==> src/include/fpm_cfg.svh <==
// Constants for the programmer-mode flash sequencer
`ifndef FPM_CFG_SVH
`define FPM_CFG_SVH
`define FPM_CMD_READ      8'h00
`define FPM_CMD_PROG      8'h40
`define FPM_CMD_ERASE     8'h20
`define FPM_CMD_STAT      8'h71
`define FPM_PAD_BYTE      8'hff
`define FPM_BLOCK_BYTES   8'h80
`define FPM_CLK_MHZ       50
`define FPM_SETUP_MS      10
`define FPM_SETUP_CYC     (`FPM_SETUP_MS * 1000 * `FPM_CLK_MHZ)
`define FPM_RC_ABN        7
`define FPM_RC_CMD        6
`define FPM_RC_PRG        5
`define FPM_RC_ERS        4
`define FPM_RC_CNT        1
`define FPM_RC_ADR        0
`define FPM_RC_RESET      8'h00
`endif

==> src/include/fpm_pkg.sv <==
// Types for the programmer-mode flash sequencer
package fpm_pkg;
  typedef enum logic [2:0] {
    FPM_SETUP, FPM_READ, FPM_ERASE2, FPM_PROGDATA, FPM_BUSY, FPM_POLL,
    FPM_STAT2, FPM_STATUS
  } fpm_state_t;
  typedef enum logic [1:0] {FPM_OUT_MEM, FPM_OUT_POLL, FPM_OUT_RC} fpm_out_t;
endpackage : fpm_pkg

==> src/rtl/fpm_page_buf.sv <==
// One 128-byte program page buffer with registered read data
`timescale 1ns/10ps
`default_nettype none
module fpm_page_buf (
  input  wire logic       core_clk, // Clock
  input  wire logic       wrEn,     // Write strobe
  input  wire logic [6:0] wrAddr,   // Write index
  input  wire logic [7:0] wrData,   // Write byte
  input  wire logic [6:0] rdAddr,   // Read index
  output logic      [7:0] rdData    // Registered read byte
);
  logic [7:0] mem [0:127];
  always_ff @(posedge core_clk) begin
    if (wrEn) begin
      mem[wrAddr] <= wrData;
    end
    rdData <= mem[rdAddr];
  end
endmodule : fpm_page_buf
`default_nettype wire

==> src/rtl/fpm_seq.sv <==
// Programmer-mode command, polling and status logic of the flash
// Contract
// - Auto-erase always clears the whole array, never a part.
// - Line 7 shows whether program or erase is still running.
// - Line 6 shows normal versus failed finish.
// - Poll byte 00 busy, 80 abnormal, c0 normal; bits 5..0 zero.
// - Poll flags kept until next command write, shown on CE and OE.
// - Status read mode reports cause of abnormal end.
// - Return code held until a non-status-read command write.
// - Code bits: 7 abnormal, 6 cmd, 5 prog, 4 erase, 1 count, 0 addr.
// - Code starts zero; bits 2 and 3 read zero.
// - Commands ignored during the 10 ms setup period.
// - After setup the device enters memory read mode itself.
// - Codes 00 read, 40 plus 128 writes, 20 twice, 71 twice.
// - Program writes one 128-byte block; unused bytes padded ff. The code pads nothing: the host writes all 128 bytes.
`timescale 1ns/10ps
`default_nettype none
`include "fpm_cfg.svh"
module fpm_seq #(
  parameter int SETUP_CYC = `FPM_SETUP_CYC // Setup lockout in cycles
) (
  input  wire logic                core_clk,       // Clock
  input  wire logic                rst,            // Async reset, high
  input  wire logic                chipSelN,       // Chip select, low
  input  wire logic                outEnN,         // Output enable, low
  input  wire logic                wrStrobe,       // One-cycle write pulse
  input  wire logic                program_enable_pin, // Program enable
  input  wire logic [16:0]         addrIn,         // Address pins
  input  wire logic [7:0]          dataIn,         // Data pins in
  output logic      [7:0]          dataOut,        // Data pins out
  output logic                     dataOe,         // Data drive enable
  output logic                     arrayEraseReq,  // Whole-array erase
  output logic                     pageProgReq,    // Program page start
  output logic      [16:0]         pageAddr,       // Page base address
  output logic                     pageRdAck,      // Page byte fetched
  output logic      [7:0]          pageRdData,     // Page byte to array
  input  wire logic [6:0]          pageRdIdx,      // Array fetch index
  output logic      [16:0]         memAddr,        // Array read address
  input  wire logic [7:0]          memData,        // Array read data
  input  wire logic                opDone,         // Array op finished
  input  wire logic                opFail,         // Array op failed
  input  wire logic                opCountOver,    // Count exceeded
  output logic                     opBusy,         // Internal busy
  output logic                     cmdReady        // Setup period over
);
  import fpm_pkg::*;
  ////////////////////////////////////////////////////////////////////
  fpm_state_t  state;
  fpm_out_t    outSel;
  logic [31:0] setupCnt;
  logic [7:0]  byteCnt;
  logic        isErase;
  logic        pollDone;
  logic        pollOk;
  logic [7:0]  retCode;
  logic [7:0]  bufRd;
  // Chip must be selected and read enabled to drive the bus
  wire         rdActive = !chipSelN && !outEnN;
  wire         cmdWr    = wrStrobe && !chipSelN;
  wire         blockOk  = (addrIn[6:0] == 7'h00);
  wire         lastByte = (byteCnt == `FPM_BLOCK_BYTES - 8'h01);
  wire         isStat   = (dataIn == `FPM_CMD_STAT);
  wire         knownCmd = (dataIn == `FPM_CMD_READ) ||
                          (dataIn == `FPM_CMD_PROG) ||
                          (dataIn == `FPM_CMD_ERASE) || isStat;
  wire [7:0]   pollByte = {pollDone, pollOk, 6'h00};
  wire [7:0]   next_dataOut = (outSel == FPM_OUT_POLL) ? pollByte :
                              (outSel == FPM_OUT_RC)   ? retCode  :
                              memData;
  ////////////////////////////////////////////////////////////////////
  fpm_page_buf u_buf (
    .core_clk (core_clk),
    .wrEn     (state == FPM_PROGDATA && cmdWr),
    .wrAddr   (byteCnt[6:0]),
    .wrData   (dataIn),
    .rdAddr   (pageRdIdx),
    .rdData   (bufRd)
  );
  ////////////////////////////////////////////////////////////////////
  always_ff @(posedge core_clk or posedge rst) begin
    if (rst) begin
      dataOut    <= 8'h00;
      dataOe     <= 1'b0;
      memAddr    <= 17'h00000;
      pageRdData <= 8'h00;
      pageRdAck  <= 1'b0;
    end else begin
      // flags shown on CE and OE
      dataOut    <= next_dataOut;
      dataOe     <= rdActive;
      memAddr    <= addrIn;
      pageRdData <= bufRd;
      pageRdAck  <= opBusy && !isErase;
    end
  end
  ////////////////////////////////////////////////////////////////////
  always_ff @(posedge core_clk or posedge rst) begin
    if (rst) begin
      state         <= FPM_SETUP;
      outSel        <= FPM_OUT_MEM;
      setupCnt      <= 32'h00000000;
      byteCnt       <= 8'h00;
      isErase       <= 1'b0;
      pollDone      <= 1'b0;
      pollOk        <= 1'b0;
      retCode       <= `FPM_RC_RESET;
      arrayEraseReq <= 1'b0;
      pageProgReq   <= 1'b0;
      pageAddr      <= 17'h00000;
      opBusy        <= 1'b0;
      cmdReady      <= 1'b0;
    end else begin
      arrayEraseReq <= 1'b0;
      pageProgReq   <= 1'b0;
      unique case (state)
        FPM_SETUP: begin
          if (setupCnt == SETUP_CYC - 1) begin
            state    <= FPM_READ;
            cmdReady <= 1'b1;
          end else begin
            setupCnt <= setupCnt + 32'h00000001;
          end
        end
        FPM_READ, FPM_POLL, FPM_STATUS: begin
          if (cmdWr) begin
            if (!isStat) begin
              retCode <= `FPM_RC_RESET;
            end
            outSel <= FPM_OUT_MEM;
            if (dataIn == `FPM_CMD_PROG && program_enable_pin) begin
              state   <= FPM_PROGDATA;
              byteCnt <= 8'h00;
            end else if (dataIn == `FPM_CMD_ERASE && program_enable_pin) begin
              state <= FPM_ERASE2;
            end else if (isStat) begin
              state <= FPM_STAT2;
            end else begin
              state <= FPM_READ;
              if (!knownCmd) begin
                retCode[`FPM_RC_CMD] <= 1'b1;
                retCode[`FPM_RC_ABN] <= 1'b1;
              end
            end
          end
        end
        FPM_ERASE2: begin
          if (cmdWr) begin
            if (dataIn == `FPM_CMD_ERASE) begin
              arrayEraseReq <= 1'b1;
              isErase       <= 1'b1;
              opBusy        <= 1'b1;
              pollDone      <= 1'b0;
              pollOk        <= 1'b0;
              outSel        <= FPM_OUT_POLL;
              state         <= FPM_BUSY;
            end else begin
              retCode[`FPM_RC_CMD] <= 1'b1;
              retCode[`FPM_RC_ABN] <= 1'b1;
              state                <= FPM_READ;
            end
          end
        end
        FPM_PROGDATA: begin
          if (cmdWr) begin
            byteCnt <= byteCnt + 8'h01;
            if (byteCnt == 8'h00) begin
              pageAddr <= addrIn;
              if (!blockOk) begin
                retCode[`FPM_RC_ADR] <= 1'b1;
              end
            end
            if (lastByte) begin
              pageProgReq <= 1'b1;
              isErase     <= 1'b0;
              opBusy      <= 1'b1;
              pollDone    <= 1'b0;
              pollOk      <= 1'b0;
              outSel      <= FPM_OUT_POLL;
              state       <= FPM_BUSY;
            end
          end
        end
        FPM_BUSY: begin
          if (opDone || opFail) begin
            opBusy <= 1'b0;
            pollDone <= 1'b1;
            pollOk <= opDone && !opFail && !retCode[`FPM_RC_ADR];
            if (opFail || retCode[`FPM_RC_ADR]) begin
              retCode[`FPM_RC_ABN] <= 1'b1;
              retCode[`FPM_RC_PRG] <= retCode[`FPM_RC_PRG] | !isErase;
              retCode[`FPM_RC_ERS] <= retCode[`FPM_RC_ERS] | isErase;
              retCode[`FPM_RC_CNT] <= retCode[`FPM_RC_CNT] | opCountOver;
            end
            state <= FPM_POLL;
          end
        end
        FPM_STAT2: begin
          if (cmdWr) begin
            if (isStat) begin
              outSel <= FPM_OUT_RC;
              state  <= FPM_STATUS;
            end else begin
              retCode[`FPM_RC_CMD] <= 1'b1;
              retCode[`FPM_RC_ABN] <= 1'b1;
              state                <= FPM_READ;
            end
          end
        end
      endcase
    end
  end
endmodule : fpm_seq
`default_nettype wire

==> config.mk <==
export PLATFORM = sky130hd
export DESIGN_NAME = fpm_seq
export DESIGN_NICKNAME = d
export VERILOG_FILES = /design/src/include/fpm_pkg.sv /design/src/rtl/fpm_page_buf.sv /design/src/rtl/fpm_seq.sv
export VERILOG_INCLUDE_DIRS = /design/src /design/src/include
export SDC_FILE = /design/constraint.sdc
export NUM_CORES = 1
export LEC_CHECK = 0
export BUFFER_PORTS_ARGS = -buffer_cell sky130_fd_sc_hd__buf_2
export CORE_MARGIN = 2
export CORE_UTILIZATION = 40
export CTS_BUF_LIST = sky130_fd_sc_hd__clkbuf_2
export DETAILED_ROUTE_END_ITERATION = 10
export SLEW_MARGIN = 15
export SYNTH_ARGS = -nofsm -noshare
export SYNTH_HDL_FRONTEND = slang
export SYNTH_HIERARCHICAL = 1
export SYNTH_SLANG_ARGS = --single-unit
==> constraint.sdc <==
create_clock -name core_clk -period 4.05 [get_ports core_clk]
set_input_delay 0.405 -clock core_clk [delete_from_list [all_inputs] [get_ports core_clk]]
set_output_delay 0.405 -clock core_clk [all_outputs]
set_load 0.02 [all_outputs]
After elaboration in Yosys (flattened, before gate mapping)

Memory sizes are Yosys's and may differ from the RTL's. A register that Yosys moved wholly into a read port is not among the register bits.
Cells that the tools add are included.

Bits in registers: 110
RAM bits: 1,024
Word-level logic and storage cells: 174
Memories kept: 1

$add $sub $neg: 2
Equal/unequal tests: 30
Multiplexer cells: 74
Bitwise logic cells: 4
Reductions and logical operators: 42

Memories:

| memory    | depth | bits a word | read ports | clocked after memory_dff | write ports | line               | RTL |
|---|---|---|---|---|---|---|---|
| u_buf.mem | 128   | 8           | 1          | 1                        | 1           | fpm_page_buf.sv:12 | `logic [7:0] mem [0:127];` |

Operators with widths:

| cell                    | number |
|---|---|
| $mux W8                 | 7 |
| $mux W3                 | 12 |
| $mux W2                 | 17 |
| $add A32 B1 Y32 const B | 1 |
| $eq A32 B19 Y1 const B  | 1 |
| $ne A2 B2 Y1 const B    | 15 |
| $mux W1                 | 26 |
| $eq A8 B7 Y1 const B    | 3 |
| $pmux W3 S6             | 1 |
| $reduce_and A6 Y1       | 3 |
| $logic_not A8 Y1        | 2 |
| $pmux W8 S2             | 1 |
| $reduce_and A8 Y1       | 2 |
| $eq A3 B3 Y1 const B    | 4 |
| $pmux W1 S3             | 4 |
| $reduce_and A5 Y1       | 2 |
| $add A8 B1 Y8 const B   | 1 |
| $eq A8 B6 Y1 const B    | 1 |
| $logic_and A1 B1 Y1     | 8 |
| $pmux W2 S4             | 1 |
| $reduce_bool A4 Y1      | 2 |
| $logic_not A7 Y1        | 1 |
| $reduce_and A7 Y1       | 1 |
| $eq A3 B2 Y1 const B    | 2 |
| other kinds (18)        | 34 |

Depth between registers and ports, before layout

Depth in word-level cells: 10
Gate-level depth with buffers: 8
Gate-level depth less buffers: 6

Cells and area by module

Netlist, hierarchy kept.

By module, submodules not included:

| module       | times used | cells an instance | area an instance (um^2) |
|---|---|---|---|
| fpm_page_buf | 1          | 1,635             | 39,665.5 |
| fpm_seq      | 1          | 402               | 4,720.8 |

Least setup slack after synthesis

No wires, ideal clock.

Path type: in2reg
From: input port pageRdIdx[0]
To: register u_buf.rdData[0] (read register of u_buf.mem)
Library setup time: 121 ps
Data arrival time: 2,788 ps
Data required time: 3,929 ps
Path slack: 1,141 ps
Cell stages on the path: 6
Cells stage by stage: clkbuf_1 > buf_1 > mux4_2 > mux4_2 > mux4_2 > mux2_2

RTL lines:

| what        | line               | RTL |
|---|---|---|
| from (decl) | fpm_seq.sv:37      | `input wire logic [6:0] pageRdIdx,` |
| to (decl)   | fpm_page_buf.sv:10 | `output logic [7:0] rdData` |

==> out/metrics.yaml <==
clock_path_buffers: 4
die_h_um: 337
cts_tree: "done"
antenna_found_initial: 4
finalHoldViolCount: 0
routed_wl_mm: 112
antenna_left: 0
globalplace.congestion: 0.823
vias: 23200
synth.yosys.warnings: 6
vias_per_cell: 5.43
maxCapViolCount: 0
drc_errors: 0
p_leak_uw: 0.0173
grt_first_pass_wirelength_mm: 164
crit_path_start_kind: "register"
dr.first_iter.drc_count: 2194
slowest_stage: "dlygate4sd3_1"
post_dp_cell_area_sq_um: 47600
outcome: "complete, no violations"
r2r-start: "u_buf/mem[111][0]"
yosysTopAreaCell: "edfxtp_1"
syn_inst: 2037
grt_max_degree: 129
setup_viol: 0
rsz0062_at_grt: "no"
track_usage_pct: 20.1
slew_violations: 0
worstPathRequired_ns: 5.39
synth_ff_type: "edfxtp_1"
syn_avg_cell_area_sq_um: 21.8
synth_top_area_share_pct: 69.3
grt_pass1_vias: 24600
row_count: 122
pin_count: 105
reg2reg_depth: 7
die_area_sq_um: 114000
first_pass_iters: 5
hold_slack_ns: 0.200
drive_gt1_share_pct: 38.1
max_slew_margin_pct: 22.1
netlist_area_sq_um: 44400
period_needed_ns: 3.82
synth_area_leaders: "edfxtp_1 69%, mux4_2 17%, dfrtp_1 6.2%"
fin_area_sq_um: 51200
dp_slack_ns: 0.703
reg2reg_to: "u_buf/rdData[0]"
numCtsBuffers: 301
max_stage_delay_ns: 0.58
clock-sinks: 1142
cp-end-kind: "register"
initial_utilization_pct: 40.2
crit_chain: "mux4_2 > mux4_2 > dlygate4sd3_1 > mux4_2 > dlygate4sd3_1 > mux2_2 > dlygate4sd3_1"
async_flop_share_pct: 9.63
syn_nets: 2089
routedWlPerCell_um: 26.3
layout_setup_ws_ns: 0.230
grt_overflow: 0
p_per_area_nw_per_um2: 419
reg2reg_slack_ns: 0.23
syn_to_final_growth_pct: 15.4
htree_num_levels: 5
synth-edff-count: 1024
clock_latency_ns: 1.56
path_class: "register to register"
postCtsSetupBuffers: 0
clk_pin_slew_ns: 0.11
die_x_um: 337
fmax_ghz: 0.262
min_from: "dataIn[3]"
utilization_pct: 46.4
fin_skew_ns: 0.195
setup_tns_ns: 0
worst_pin_slew_ns: 1.16
whs_endpoint: "u_buf/mem[8][3]"
synth_cell_type_count: 57
synth-seq-cells: 1142
period_share_pct: 94.3
dp_hpwl_mm: 68.6
core_sq_um: 110000
portBuffers: 104
hold_path.class: "input port to register"
critPathArrivalTime_ns: 5.16
vdd_ir_drop_max_mv: 0.258
synth_seq_area_share_pct: 75.8
cts_root_buf: "clkbuf_2"
finalNetCount: 2653
cp_max_fo: 1
holdPathStages: 3
worst max-delay path by stage:
stage	from	end	slack [ns]	depth (start not counted)
2_1_floorplan	rst	arrayEraseReq	0.74	1
5_1_grt	u_buf/mem[123][0]	u_buf/rdData[0]	0.16	7
6_report	u_buf/mem[111][0]	u_buf/rdData[0]	0.23	7
3_3_place_gp	wrStrobe	u_buf/mem[110][3]	0.73	8
3_5_place_dp	wrStrobe	u_buf/mem[110][2]	0.70	8
4_1_cts	u_buf/mem[127][0]	u_buf/rdData[0]	0.21	7
placed cells by master (no fill, tap or decap), types with 6 or more instances in the layout:
cell type / n
a21oi_1: 18
and2_1: 7
and3_1: 8
and4_1: 7
buf_12: 17
buf_2: 93
buf_4: 135
clkbuf_2: 427
clkinv_1: 52
dfrtp_1: 110
dfxtp_1: 8
dlygate4sd3_1: 117
edfxtp_1: 1024
inv_1: 6
mux2_2: 26
mux2i_1: 7
mux4_2: 336
nand2_1: 39
nand3_1: 35
nand4_1: 14
nor2_1: 135
nor2b_1: 14
nor3_1: 17
o21ai_0: 20
xnor2_1: 22
xor2_1: 11
flip-flops by register name, indices dropped and copies added, names as in the netlist, 2 cells and up:
| register | count |
|---|---|
| u_buf/mem | 1024 |
| pageAddr | 17 |
| memAddr | 17 |
| dataOut | 8 |
| pageRdData | 8 |
| setupCnt | 32 |
| byteCnt | 8 |
| u_buf/rdData | 8 |
| state | 3 |
| retCode | 6 |
| outSel | 2 |
stage by stage:
stage                     cells  power, uW
after global routing       4279      22400
after detailed placement   3668      14300
after global placement     3668      14300
after floorplan            2037      13700
final                      4279      21500
after CTS                  4278      21700
what timing repair did:
item | in CTS | in global routing
resized for setup | 0 | 0
endpoints found under the setup margin | 0 | 0
hold buffers | 118 | 0
hold endpoints to repair | 1231 | 0
layout make-up:
cell class	instances	area [sq um]
Sequential cell	1142	33700
Clock inverter	65	290
Antenna cell	1	2.50
Tap cell	1488	1860
Inverter	7	28.8
Timing Repair Buffer	364	3020
Clock buffer	427	2140
Multi-Input combinational cell	785	10200
Fill cell	9217	59100
cells by family (layout without fill, tap and decap cells):
logic type	after synthesis	after routing	synth area share (%)
buffers and inverters	110	863	1.12
adder cells (fa/ha/maj)	3	3	0.0846
AO/OA/AOI/OAI	71	71	1.02
flip-flops	1142	1142	75.8
AND/OR/NAND/NOR	308	308	3.39
multiplexers	370	370	17.9
XOR/XNOR	33	33	0.651
other	0	1	0
power breakdown:
part	leakage [uW]	switching (uW)	total (uW)	internal [uW]
sequential	0.0107	31.5	12900	12900
combinational	0.00470	684	1220	537
clock	0.00192	4480	7340	2860
total	0.0173	5200	21500	16300
layer usage:
layer | global-route usage [%] | vias up | wire, um
li1 | - | 9781 | -
met1 | 26.9 | 12200 | 45000
met2 | 32.3 | 1091 | 55300
met3 | 5.40 | 150 | 10000
met4 | 6.18 | 0 | 2080
met5 | 0 | - | 0
cells in the mapped netlist (all sizes together), types with 7 or more instances:
| cell type | number |
|---|---|
| edfxtp | 1024 |
| mux4 | 336 |
| nor2 | 136 |
| dfrtp | 110 |
| clkbuf | 54 |
| buf | 49 |
| nand2 | 39 |
| nand3 | 35 |
| mux2 | 27 |
| xnor2 | 22 |
| o21ai | 20 |
| a21oi | 18 |
| nor3 | 17 |
| nand4 | 14 |
| nor2b | 14 |
| xor2 | 11 |
| and3 | 8 |
| and4 | 8 |
| dfxtp | 8 |
| and2 | 7 |
| inv | 7 |
| mux2i | 7 |
| nor4 | 7 |
critical path: cells and delay by family (launching register included):
family | cells | cell delay (ns)
buffers and inverters | 3 | 1.69
muxes | 4 | 1.68
DFF | 1 | 0.38
Power figures use the tool's default switching activity.
